<file path="src/psde_regs.vh">
/*
  Constants for the presence-detect EEPROM slave: select codes, descriptor
  offsets and values, and timing.
  Assumes inclusion by psde_top.v only, by bare name.
*/
// What this block does
// - Bytes travel most significant bit first.
// - Array select code 1010, straps, direction.
// - Protection select code 0110, straps, direction.
// - Current read returns byte at pointer.
// - Random read: address write, restart, read.
// - Keep sending bytes while master acknowledges.
// - Writes only with write control low; 16-byte page.
// - Internal program cycle ends within 10 ms.
// - During program cycle ignore bus, release data.
// - Byte 0 reads 80h, byte 1 08h.
// - Fixed bytes 2,5,6,7,8,11,14.
// - Byte 3 row count by density.
// - Byte 4 column count by density.
// - Acknowledge select, and each written byte while write control is low.
// - On master no-acknowledge, stop sending and await the next start.
`ifndef PSDE_REGS_VH
`define PSDE_REGS_VH

// ----------------------------------------------------------------------------
// Select codes and page.
// ----------------------------------------------------------------------------
`define PSDE_DEVTYPE_ARRAY 4'hA
`define PSDE_DEVTYPE_PROT  4'h6
`define PSDE_PAGE_BITS     4

// ----------------------------------------------------------------------------
// Descriptor offsets.
// ----------------------------------------------------------------------------
`define PSDE_OFS_BYTES_USED_COUNT    4'h0
`define PSDE_OFS_TOTAL_SIZE_CODE     4'h1
`define PSDE_OFS_MEMORY_TYPE_CODE    4'h2
`define PSDE_OFS_ROW_ADDRESS_COUNT   4'h3
`define PSDE_OFS_COLUMN_ADDR_COUNT   4'h4
`define PSDE_OFS_RANK_COUNT          4'h5
`define PSDE_OFS_DATA_WIDTH_LOW      4'h6
`define PSDE_OFS_DATA_WIDTH_HIGH     4'h7
`define PSDE_OFS_SIGNAL_LEVEL_CODE   4'h8
`define PSDE_OFS_CYCLE_TIME_MAX_LAT  4'h9
`define PSDE_OFS_ACCESS_TIME_MAX_LAT 4'hA
`define PSDE_OFS_MODULE_CONFIG_TYPE  4'hB
`define PSDE_OFS_REFRESH_RATE_TYPE   4'hC
`define PSDE_OFS_DEVICE_WIDTH        4'hD
`define PSDE_OFS_CHECK_DATA_WIDTH    4'hE
`define PSDE_ROM_SIZE                8'h0F

// ----------------------------------------------------------------------------
// Descriptor values.
// ----------------------------------------------------------------------------
`define PSDE_RST_BYTES_USED_COUNT   8'h80
`define PSDE_RST_TOTAL_SIZE_CODE    8'h08
`define PSDE_RST_MEMORY_TYPE_CODE   8'h07
`define PSDE_RST_ROW_SMALL          8'h0C
`define PSDE_RST_ROW_LARGE          8'h0D
`define PSDE_RST_COL_SMALL          8'h0A
`define PSDE_RST_COL_LARGE          8'h0B
`define PSDE_RST_RANK_COUNT         8'h01
`define PSDE_RST_DATA_WIDTH_LOW     8'h40
`define PSDE_RST_DATA_WIDTH_HIGH    8'h00
`define PSDE_RST_SIGNAL_LEVEL_CODE  8'h04
`define PSDE_RST_MODULE_CONFIG_TYPE 8'h00
`define PSDE_RST_CHECK_DATA_WIDTH   8'h00
`define PSDE_RST_REFRESH_SMALL      8'h80
`define PSDE_RST_REFRESH_LARGE      8'h82
`define PSDE_RST_CYCLE_TIME         8'h60
`define PSDE_RST_ACCESS_TIME        8'h70
`define PSDE_RST_DEVICE_WIDTH       8'h08
`define PSDE_RST_ERASED             8'hFF

// ----------------------------------------------------------------------------
// Timing.
// ----------------------------------------------------------------------------
`define PSDE_CLK_PERIOD_NS   10
`define PSDE_PROG_TIME_MS    10
`define PSDE_PROG_CYCLES     (`PSDE_PROG_TIME_MS * 1000000 / `PSDE_CLK_PERIOD_NS)

`endif

</file>
<file path="src/psde_sync.v">
/*
  Two-flip-flop synchroniser for a group of level inputs.
  Assumes inputs asynchronous to clk; sys_rst is synchronous, active high.
*/
module psde_sync #(
  parameter W       = 1,
  parameter RST_VAL = 1'b1
) (
  input  wire         clk,
  input  wire         sys_rst,
  input  wire [W-1:0] d,
  output reg  [W-1:0] q
);

  reg [W-1:0] meta_q;

  always @(posedge clk) begin
    if (sys_rst) begin
      meta_q <= {W{RST_VAL}};
      q      <= {W{RST_VAL}};
    end else begin
      meta_q <= d;
      q      <= meta_q;
    end
  end

endmodule

</file>
<file path="src/psde_top.v">
/*
  Presence-detect serial EEPROM slave: two-wire bus front end, 256-byte
  store with read-only descriptor bytes 0 to 14, protection byte, page
  buffer and self-timed program cycle.
  Assumes scl and pins arrive asynchronously and are oversampled by clk,
  and that the bench resolves the open-drain data wire from sda_oe.
  Each phase of scl must last at least four clk periods, because scl and the data
  pin each pass two synchroniser stages and one edge-finding stage before use.
  The data pin is open drain: sda_out is always low and sda_oe pulls the
  wire down, so the wire is expected to carry a pull-up outside.
  The store has no reset of its own; cells above the descriptor start erased.
*/
`include "psde_regs.vh"

module psde_top #(
  parameter DENSITY     = 0,
  parameter CYCLE_BYTE  = `PSDE_RST_CYCLE_TIME,
  parameter ACCESS_BYTE = `PSDE_RST_ACCESS_TIME,
  parameter PROG_CYCLES = `PSDE_PROG_CYCLES,
  parameter CW          = 20
) (
  input  wire clk,
  input  wire sys_rst,
  input  wire scl,
  input  wire sda_in,
  output wire sda_out,
  output reg  sda_oe,
  input  wire strap_bit_zero,
  input  wire strap_bit_one,
  input  wire strap_bit_two,
  input  wire write_control,
  output wire write_busy
);

  // --------------------------------------------------------------------------
  // Bus states.
  // --------------------------------------------------------------------------
  localparam [2:0] ST_IDLE = 3'h0;
  localparam [2:0] ST_RX   = 3'h1;
  localparam [2:0] ST_ACK  = 3'h2;
  localparam [2:0] ST_TX   = 3'h3;
  localparam [2:0] ST_MACK = 3'h4;

  localparam [1:0] RL_SEL  = 2'h0;
  localparam [1:0] RL_ADDR = 2'h1;
  localparam [1:0] RL_DATA = 2'h2;

  localparam [CW-1:0] PROG_LOAD = PROG_CYCLES[CW-1:0];
  localparam integer  PAGE      = 1 << `PSDE_PAGE_BITS;

  // --------------------------------------------------------------------------
  // Input synchronisation and edge finding.
  // --------------------------------------------------------------------------
  wire [5:0] sync_w;
  wire       scl_s;
  wire       sda_s;
  wire [2:0] strap_s;
  wire       wc_s;
  reg        scl_d_q;
  reg        sda_d_q;

  psde_sync #(
    .W       (6),
    .RST_VAL (1'b1)
  ) u_sync (
    .clk     (clk),
    .sys_rst (sys_rst),
    .d       ({write_control, strap_bit_two, strap_bit_one, strap_bit_zero,
                sda_in, scl}),
    .q       (sync_w)
  );

  assign scl_s   = sync_w[0];
  assign sda_s   = sync_w[1];
  assign strap_s = sync_w[4:2];
  assign wc_s    = sync_w[5];

  always @(posedge clk) begin
    if (sys_rst) begin
      scl_d_q <= 1'b1;
      sda_d_q <= 1'b1;
    end else begin
      scl_d_q <= scl_s;
      sda_d_q <= sda_s;
    end
  end

  // The delay stage lets start and stop be seen as a data edge while the
  // link clock stays high in both samples, so a data change near a clock
  // edge is never taken for a start or a stop.
  wire scl_rise = scl_s & ~scl_d_q;
  wire scl_fall = ~scl_s & scl_d_q;
  wire start_ev = scl_s & scl_d_q & sda_d_q & ~sda_s;
  wire stop_ev  = scl_s & scl_d_q & ~sda_d_q & sda_s;

  // --------------------------------------------------------------------------
  // Storage.
  // --------------------------------------------------------------------------
  // The page buffer collects written bytes until the stop; a restart drops
  // them, and only a stop after accepted data starts the program cycle.
  reg [7:0]      mem [0:255];
  reg [7:0]      wbuf [0:PAGE-1];
  reg [2:0]      state_q;
  reg [1:0]      role_q;
  reg [3:0]      cnt_q;
  reg [7:0]      shift_q;
  reg [7:0]      ptr_q;
  reg            to_tx_q;
  reg            prot_sel_q;
  reg [PAGE-1:0] wmask_q;
  reg [3:0]      wpage_q;
  reg [7:0]      prot_q;
  reg [7:0]      prot_data_q;
  reg            prot_pend_q;
  reg [CW-1:0]   prog_cnt_q;
  reg [4:0]      commit_q;

  integer i;

  // Unprogrammed cells read as erased.
  initial begin
    for (i = 0; i < 256; i = i + 1) begin
      mem[i] = `PSDE_RST_ERASED;
    end
  end

  // The pin only ever pulls low; the busy flag is the running program count,
  // so it falls in the same cycle in which the count reaches zero.
  assign sda_out    = 1'b0;
  assign write_busy = |prog_cnt_q;

  // --------------------------------------------------------------------------
  // Fixed descriptor contents.
  // --------------------------------------------------------------------------
  function [7:0] rom_byte;
    input [3:0] a;
    begin
      case (a)
        `PSDE_OFS_BYTES_USED_COUNT:    rom_byte = `PSDE_RST_BYTES_USED_COUNT;
        `PSDE_OFS_TOTAL_SIZE_CODE:     rom_byte = `PSDE_RST_TOTAL_SIZE_CODE;
        `PSDE_OFS_MEMORY_TYPE_CODE:    rom_byte = `PSDE_RST_MEMORY_TYPE_CODE;
        `PSDE_OFS_ROW_ADDRESS_COUNT:   rom_byte = (DENSITY == 0) ?
          `PSDE_RST_ROW_SMALL : `PSDE_RST_ROW_LARGE;
        `PSDE_OFS_COLUMN_ADDR_COUNT:   rom_byte = (DENSITY == 2) ?
          `PSDE_RST_COL_LARGE : `PSDE_RST_COL_SMALL;
        `PSDE_OFS_RANK_COUNT:          rom_byte = `PSDE_RST_RANK_COUNT;
        `PSDE_OFS_DATA_WIDTH_LOW:      rom_byte = `PSDE_RST_DATA_WIDTH_LOW;
        `PSDE_OFS_DATA_WIDTH_HIGH:     rom_byte = `PSDE_RST_DATA_WIDTH_HIGH;
        `PSDE_OFS_SIGNAL_LEVEL_CODE:   rom_byte = `PSDE_RST_SIGNAL_LEVEL_CODE;
        `PSDE_OFS_CYCLE_TIME_MAX_LAT:  rom_byte = CYCLE_BYTE;
        `PSDE_OFS_ACCESS_TIME_MAX_LAT: rom_byte = ACCESS_BYTE;
        `PSDE_OFS_MODULE_CONFIG_TYPE:  rom_byte = `PSDE_RST_MODULE_CONFIG_TYPE;
        `PSDE_OFS_REFRESH_RATE_TYPE:   rom_byte = (DENSITY == 0) ?
          `PSDE_RST_REFRESH_SMALL : `PSDE_RST_REFRESH_LARGE;
        `PSDE_OFS_DEVICE_WIDTH:        rom_byte = `PSDE_RST_DEVICE_WIDTH;
        `PSDE_OFS_CHECK_DATA_WIDTH:    rom_byte = `PSDE_RST_CHECK_DATA_WIDTH;
        default:                       rom_byte = `PSDE_RST_ERASED;
      endcase
    end
  endfunction

  wire       in_rom  = ptr_q < `PSDE_ROM_SIZE;
  wire [7:0] rd_byte = prot_sel_q ? prot_q :
                       (in_rom ? rom_byte(ptr_q[3:0]) : mem[ptr_q]);

  // --------------------------------------------------------------------------
  // Select byte decode.
  // --------------------------------------------------------------------------
  // The decode is used at the falling edge after the eighth bit, when the
  // whole select byte sits in the shift register.
  wire strap_ok  = shift_q[3:1] == strap_s;
  wire array_hit = (shift_q[7:4] == `PSDE_DEVTYPE_ARRAY) & strap_ok;
  wire prot_hit  = (shift_q[7:4] == `PSDE_DEVTYPE_PROT) & strap_ok;

  // --------------------------------------------------------------------------
  // Commit of the page buffer during the program cycle.
  // --------------------------------------------------------------------------
  // One buffer slot is copied per cycle in the first sixteen cycles of the
  // program cycle; slots that were never written and descriptor bytes are
  // left untouched, so a write to the descriptor is taken but discarded.
  wire [7:0] commit_addr = {wpage_q, commit_q[3:0]};
  wire       commit_en   = write_busy & ~commit_q[4] & wmask_q[commit_q[3:0]] &
                           (commit_addr >= `PSDE_ROM_SIZE);

  always @(posedge clk) begin
    if (commit_en) begin
      mem[commit_addr] <= wbuf[commit_q[3:0]];
    end
  end

  // --------------------------------------------------------------------------
  // Bus engine.
  // --------------------------------------------------------------------------
  always @(posedge clk) begin
    if (sys_rst) begin
      state_q     <= ST_IDLE;
      role_q      <= RL_SEL;
      cnt_q       <= 4'h0;
      shift_q     <= 8'h00;
      ptr_q       <= 8'h00;
      to_tx_q     <= 1'b0;
      prot_sel_q  <= 1'b0;
      wmask_q     <= {PAGE{1'b0}};
      wpage_q     <= 4'h0;
      prot_q      <= 8'h00;
      prot_data_q <= 8'h00;
      prot_pend_q <= 1'b0;
      prog_cnt_q  <= {CW{1'b0}};
      commit_q    <= 5'h10;
      sda_oe      <= 1'b0;
    end else if (write_busy) begin
      // The bus is ignored and the data line released meanwhile.
      sda_oe     <= 1'b0;
      state_q    <= ST_IDLE;
      prog_cnt_q <= prog_cnt_q - 1'b1;
      if (!commit_q[4]) begin
        commit_q <= commit_q + 1'b1;
      end else begin
        wmask_q <= {PAGE{1'b0}};
      end
      if (prot_pend_q) begin
        prot_q      <= prot_data_q;
        prot_pend_q <= 1'b0;
      end
    end else if (start_ev) begin
      // A restart drops any unfinished write.
      state_q     <= ST_RX;
      role_q      <= RL_SEL;
      cnt_q       <= 4'h0;
      sda_oe      <= 1'b0;
      wmask_q     <= {PAGE{1'b0}};
      prot_pend_q <= 1'b0;
    end else if (stop_ev) begin
      state_q <= ST_IDLE;
      sda_oe  <= 1'b0;
      if ((|wmask_q) | prot_pend_q) begin
        prog_cnt_q <= PROG_LOAD;
        commit_q   <= 5'h00;
      end
    end else begin
      case (state_q)
        // Receive a byte, then decide at the falling edge whether to answer.
        ST_RX: begin
          if (scl_rise) begin
            shift_q <= {shift_q[6:0], sda_s};
            cnt_q   <= cnt_q + 1'b1;
          end else if (scl_fall && cnt_q == 4'h8) begin
            cnt_q <= 4'h0;
            case (role_q)
              RL_SEL: begin
                if (array_hit | prot_hit) begin
                  sda_oe     <= 1'b1;
                  state_q    <= ST_ACK;
                  prot_sel_q <= prot_hit;
                  to_tx_q    <= shift_q[0];
                  role_q     <= prot_hit ? RL_DATA : RL_ADDR;
                end else begin
                  state_q <= ST_IDLE;
                end
              end
              RL_ADDR: begin
                ptr_q   <= shift_q;
                wpage_q <= shift_q[7:4];
                sda_oe  <= 1'b1;
                state_q <= ST_ACK;
                to_tx_q <= 1'b0;
                role_q  <= RL_DATA;
              end
              RL_DATA: begin
                if (!wc_s) begin
                  sda_oe  <= 1'b1;
                  state_q <= ST_ACK;
                  to_tx_q <= 1'b0;
                  if (prot_sel_q) begin
                    prot_data_q <= shift_q;
                    prot_pend_q <= 1'b1;
                  end else begin
                    wbuf[ptr_q[3:0]]    <= shift_q;
                    wmask_q[ptr_q[3:0]] <= 1'b1;
                    ptr_q <= {ptr_q[7:4], ptr_q[3:0] + 4'h1};
                  end
                end else begin
                  state_q <= ST_IDLE;
                end
              end
              default: begin
                state_q <= ST_IDLE;
              end
            endcase
          end
        end
        // Hold the acknowledge for the ninth clock, then send or receive.
        ST_ACK: begin
          if (scl_fall) begin
            if (to_tx_q) begin
              state_q <= ST_TX;
              shift_q <= rd_byte;
              sda_oe  <= ~rd_byte[7];
              cnt_q   <= 4'h1;
              ptr_q   <= ptr_q + 8'h01;
            end else begin
              state_q <= ST_RX;
              sda_oe  <= 1'b0;
              cnt_q   <= 4'h0;
            end
          end
        end
        // Each falling edge puts the next bit on the wire.
        ST_TX: begin
          if (scl_fall) begin
            if (cnt_q == 4'h8) begin
              sda_oe  <= 1'b0;
              state_q <= ST_MACK;
            end else begin
              sda_oe  <= ~shift_q[6];
              shift_q <= {shift_q[6:0], 1'b0};
              cnt_q   <= cnt_q + 1'b1;
            end
          end
        end
        // The master's answer is taken at the rising edge of the ninth clock.
        // Without an acknowledge the block stays silent until the next start.
        ST_MACK: begin
          if (scl_rise) begin
            if (sda_s) begin
              state_q <= ST_IDLE;
            end else begin
              state_q <= ST_ACK;
              to_tx_q <= 1'b1;
            end
          end
        end
        default: begin
          sda_oe <= 1'b0;
        end
      endcase
    end
  end

endmodule

</file>
<file path="config.mk">
export PLATFORM = sky130hd
export DESIGN_NAME = psde_top
export DESIGN_NICKNAME = d
export VERILOG_FILES = /design/src/psde_sync.v /design/src/psde_top.v
export VERILOG_INCLUDE_DIRS = /design/src
export SDC_FILE = /design/constraint.sdc
export NUM_CORES = 2
export LEC_CHECK = 0
export BUFFER_PORTS_ARGS = -buffer_cell sky130_fd_sc_hd__buf_2
export CAP_MARGIN = 20
export CORE_MARGIN = 2
export CORE_UTILIZATION = 31
export CTS_BUF_LIST = sky130_fd_sc_hd__clkbuf_2
export DETAILED_ROUTE_END_ITERATION = 8
export GPL_TIMING_DRIVEN = 1
export SLEW_MARGIN = 20
export SYNTH_ARGS = -nofsm -noshare
export SYNTH_HDL_FRONTEND = slang
export SYNTH_SLANG_ARGS = --single-unit
</file>
<file path="constraint.sdc">
create_clock -name clk -period 4.6 [get_ports clk]
set_input_delay 0.46 -clock clk [delete_from_list [all_inputs] [get_ports clk]]
set_output_delay 0.46 -clock clk [all_outputs]
set_load 0.01 [all_outputs]
</file>
After elaboration in Yosys (flattened, before gate mapping)
Memories as Yosys holds them, arrays and structs flattened. A register that Yosys moved wholly into a read port is not among the register bits.
Cells that the tools add are included.
- register bits: 104
- bits of input ports: 8
- word-level logic and storage cells: 254
- output and inout bits: 3
- memory bits (writable): 2176
- ROM bits: 128
- memories: 3
- add/sub/neg operators: 5
- reduce and logical (&&, ||, !) cells: 39
- bitwise operators: 28
- magnitude comparators: 5
- mux-type cells: 105
- equal/unequal tests: 47
- memory list (memory ; depth ; width ; read ports ; clocked after memory_dff ; wr ports ; line ; text):
    mem ; 256 ; 8 ; 1 ; 0 ; 1 ; psde_top.v:101 ; reg [7:0] mem [0:255];
    (no name shown) ; 16 ; 8 ; 1 ; 1 ; 0 ; psde_top.v:138 ; case (a)
    wbuf ; 16 ; 8 ; 1 ; 1 ; 1 ; psde_top.v:102 ; reg [7:0] wbuf [0:PAGE-1];
- operator list (cell ; number):
    $mux 16 ; 10
    $mux 8 ; 11
    $mux 20 ; 4
    $mux 4 ; 13
    $reduce_and 7->1 ; 6
    $mux 1 ; 32
    $pmux 8 s2 ; 2
    $ne 3x3->1 const B ; 10
    $ne 2x2->1 const B ; 14
    $ne 4x4->1 const B ; 7
    $mux 5 ; 5
    $pmux 8 s3 ; 1
    $reduce_and 8->1 ; 3
    $reduce_or 23->1 ; 1
    $mux 2 ; 11
    $reduce_and 11->1 ; 2
    $reduce_or 22->1 ; 1
    $reduce_or 21->1 ; 1
    $reduce_or 20->1 ; 1
    $sub 20x1->20 const B ; 1
    $mux 3 ; 6
    $reduce_and 9->1 ; 2
    $or 16x16->16 ; 1
    $reduce_or 16->1 ; 1
    40 further kinds ; 83

Longest topological paths before layout
- word-level depth: 14
- mapped depth: 16
- depth with buffers taken out: 12

Cells and area by module
From an unflattened synthesis, not the netlist that was laid out.
- cell total of the unflattened synthesis: 4517
- area, all modules: 88169.6 um^2
- modules (own cells, without submodules) (module ; seq. area each (um^2) ; times used ; area each (um^2) ; cells an instance):
    psde_top ; 66103.4 ; 1 ; 87849.3 ; 4492
    psde_sync ; 240.2 ; 1 ; 320.3 ; 25

Worst setup path before layout
OpenSTA, ideal clock, no wires.
- path kind: register -> register
- start point: reg with a tool-made name
- end point: mem mem[0][0] (data pin)
- path slack: 0.786 ns
- library setup time: 0.552 ns
- clock period less this slack: 3.814 ns
- stages on the path, launching flop included: 5
- arrival time: 3.262 ns
- required time: 4.048 ns
- path buffers: 2
- cell sequence: dfxtp_1 clkbuf_1 buf_1 mux4_2 mux4_2
- RTL lines (element ; line):
    end: declaration ; psde_top.v:101

Worst setup path after layout
- start point: reg prog_cnt_q[0]
- end point: out write_busy
- word-level cells in the longest chain between the ends: 1
- ends and longest elaborated chain (element ; line ; text):
    start: declaration ; psde_top.v:115 ; reg [CW-1:0] prog_cnt_q;
    start signal: assignment ; psde_top.v:208 ; prog_cnt_q <= {CW{1'b0}};
    start signal: assignment ; psde_top.v:215 ; prog_cnt_q <= prog_cnt_q - 1'b1;
    $reduce_or 20->1 ; psde_top.v:130 ; assign write_busy = |prog_cnt_q;
    end: declaration ; psde_top.v:32 ; output wire write_busy
Every way passes these cells.

==> flow_metrics.env <==
export IMPL_cts_buffers=584
export IMPL_dp_final_hpwl_um=141000
export IMPL_totalWireLength_um=230000
export IMPL_placeableCoreArea_um2=287000
export IMPL_relSlewSlack=0.139
export IMPL_netlist_instances=4257
export IMPL_p_leak_uw=0.0323
export IMPL_yosys_cell_types_count=81
export IMPL_via_per_inst=5.08
export IMPL_synth_area_top_cells="edfxtp_1 (73%), mux4_2 (16%), dfxtp_1 (2.6%)"
export IMPL_fin_nets=4990
export IMPL_fill_cells=26900
export IMPL_maxCapViolCount=0
export IMPL_min_path_type="input pin to flop"
export IMPL_drtAntennaViolNets=0
export IMPL_insertion_delay_ns=1.91
export IMPL_place_congestion=0.875
export IMPL_hp_start="strap_bit_zero"
export IMPL_tns_ns=0
export IMPL_hold_path_cell_count=5
export IMPL_yosysSeqAreaShare=0.753
export IMPL_worst_r2r_cell_count=11
export IMPL_die_h_um=541
export IMPL_start_util=0.311
export IMPL_cts_max_level=6
export IMPL_post_route_drc_count=0
export IMPL_vdd_drop_max_uv=256
export IMPL_cp_slowest_stage_delay_ns=0.51
export IMPL_critPathRequiredTime_ns=4.14
export IMPL_boundaryPins=11
export IMPL_syn_area_um2=89300
export IMPL_cp_depth=6
export IMPL_grt_max_degree=149
export IMPL_rows=197
export IMPL_die_x_um=541
export IMPL_worstMarginPinSlew_ns=1.29
export IMPL_dr_pass1_iters=6
export IMPL_synth_flop_cell="edfxtp_1"
export IMPL_cts_tree="done"
export IMPL_grt_pass1_wl_um=334000
export IMPL_worst_setup_path_start_kind="flop"
export IMPL_cts_root_buffer="clkbuf_2"
export IMPL_fin_worst_skew_ns=0.182
export IMPL_wl_per_cell_um=25.1
export IMPL_crit_start="prog_cnt_q[0]"
export IMPL_post_route_min_period_ns=4.24
export IMPL_reg2reg_from="prog_cnt_q[0]"
export IMPL_vias=46500
export IMPL_clk_pin_slew_ns=0.11
export IMPL_critPathBufInv=2
export IMPL_syn_area_per_cell_um2=21.0
export IMPL_endpoint_kind="output port"
export IMPL_overflow=0
export IMPL_dieArea_um2=293000
export IMPL_antenna_found_initial=7
export IMPL_drive_gt1_frac=0.343
export IMPL_rsz0062_at_grt="no"
export IMPL_power_density_nw_per_um2=359
export IMPL_io_buffers=9
export IMPL_fin_crit_sh=0.921
export IMPL_synth_edf_count=2164
export IMPL_fmax_mhz=236
export IMPL_slew_viol_final=0
export IMPL_path_delay_family="simple AND/OR/NAND/NOR gates"
export IMPL_status="completed"
export IMPL_yosysMostFrequentCell="edfxtp_1"
export IMPL_synth_top_area_cell="edfxtp_1"
export IMPL_slowest_stage="or3b_2"
export IMPL_hold_violations=0
export IMPL_ys_seq_elements=2280
export IMPL_utilization=0.351
export IMPL_critical_path_cell_chain="inv_1, ha_1, or3b_2, nor3_2, nand3_2, buf_2"
export IMPL_critPathKind="flop to output port"
export IMPL_grt_pass1_vias=47800
export IMPL_synth_top_cells_by_count="edfxtp_1 (2164), mux4_2 (640), nor2_1 (376)"
export IMPL_drt_iter0_drc=4772
export IMPL_arrival_ns=3.78
export IMPL_area_growth_pct=12.8
export IMPL_grtUsageTotal=0.156
export IMPL_cp_max_fo=7
export IMPL_setup_viol=0
export IMPL_ys_warnings_count=0
export IMPL_async_reset_ff_frac=0
export IMPL_synth_top_area_share=0.727
export IMPL_cts_sinks=2280
export IMPL_cts_buffer_depth=4
state kept, by name, summed over array words and instances (netlist names), named ones only:
register / cells
state_q: 3
prot_pend_q: 1
commit_q: 5
ptr_q: 8
sda_d_q: 1
u_sync.q: 6
prot_data_q: 8
shift_q: 8
u_sync.meta_q: 6
scl_d_q: 1
prog_cnt_q: 20
wpage_q: 4
role_q: 2
wbuf: 128
to_tx_q: 1
prot_sel_q: 1
mem: 2036
wmask_q: 16
cnt_q: 4
sda_oe: 1
prot_q: 8
logic make-up (layout without fill, tap and decap cells):
family          count (synthesis)  after routing  synth area share
other cells                     1             96         0.0000420
compound gates                227            227            0.0181
buf+inv                       267           1279            0.0149
fa+ha+maj                      19             19           0.00266
mux                           746            746             0.174
xor+xnor                       15             15           0.00147
flops                        2280           2280             0.753
simple gates                  702            702            0.0351
routing by layer:
layer	GRT usage	vias to the layer above	part of all wire
met5	0	-	0.000057
met2	0.242	2252	0.47
met1	0.210	24500	0.41
li1	-	19300	-
met3	0.0385	429	0.086
met4	0.0621	2	0.034
stage by stage:
stage	cells	area [µm²]	setup WS (ns)	power (µW)	hold slack (ns)
3_5_place_dp	8136	95700	0.719	23600	0.393
3_3_place_gp	8135	95700	0.693	23600	0.402
6_report	9145	101000	0.364	36200	0.351
4_1_cts	9134	101000	0.0888	36600	0.0598
2_1_floorplan	4341	89700	0.786	23400	0.389
5_1_grt	9140	101000	0.0340	37700	0.220
worst reg2reg max path, stage by stage (launching register included):
cell	delay, ns
dfxtp_1	0.36
inv_1	0.08
ha_1	0.22
or3b_2	0.25
nor4_1	0.09
a21oi_1	0.33
buf_4	0.23
nor4bb_1	0.28
buf_4	0.20
and2_1	0.22
nand2_1	0.45
nor2_1	0.87
final timing paths:
path	slack [ns]	endpoint
worst min-delay path	0.35	u_sync.meta_q[2]
worst max-delay path	0.36	write_busy
worst min register to register	0.43	u_sync.q[3]
worst max register to register	0.58	mem[167][1]
cell type report:
class                           instances  area (µm²)  area share
Multi-Input combinational cell       1794       21100       0.210
Timing Repair Buffer                  279        2660      0.0264
Clock buffer                          814        4070      0.0404
Sequential cell                      2280       67300       0.668
Clock inverter                        162         761     0.00755
Tap cell                             3781        4730      0.0469
Inverter                               24        90.1    0.000894
Antenna cell                           11        27.5    0.000273
where the power goes:
group          switching (µW)  internal [µW]
sequential               68.2          22400
clock                    8120           4960
combinational             391            266
total                    8570          27700
layout by cell type (no fill, tap or decap), drive strengths merged, types with 21 or more instances in the layout:
cell and n:
nor2b 23, nor2 376, conb 85, a21oi 43
nor3 35, dfxtp 116, mux2i 85, inv 38
buf 258, nand2 125, o21ai 32, edfxtp 2164
mux4 646, dlygate4sd3 21, clkbuf 814, clkinv 142
nand3 37
what timing repair did:
item / CTS / global route
endpoints found under the setup margin: 1 / 0
hold buffers: 22 / 0
gates resized for setup: 2 / 0
setup buffers: 0 / 0
hold endpoints to repair: 243 / 0
No activity file was read; power rests on OpenSTA's default activity.
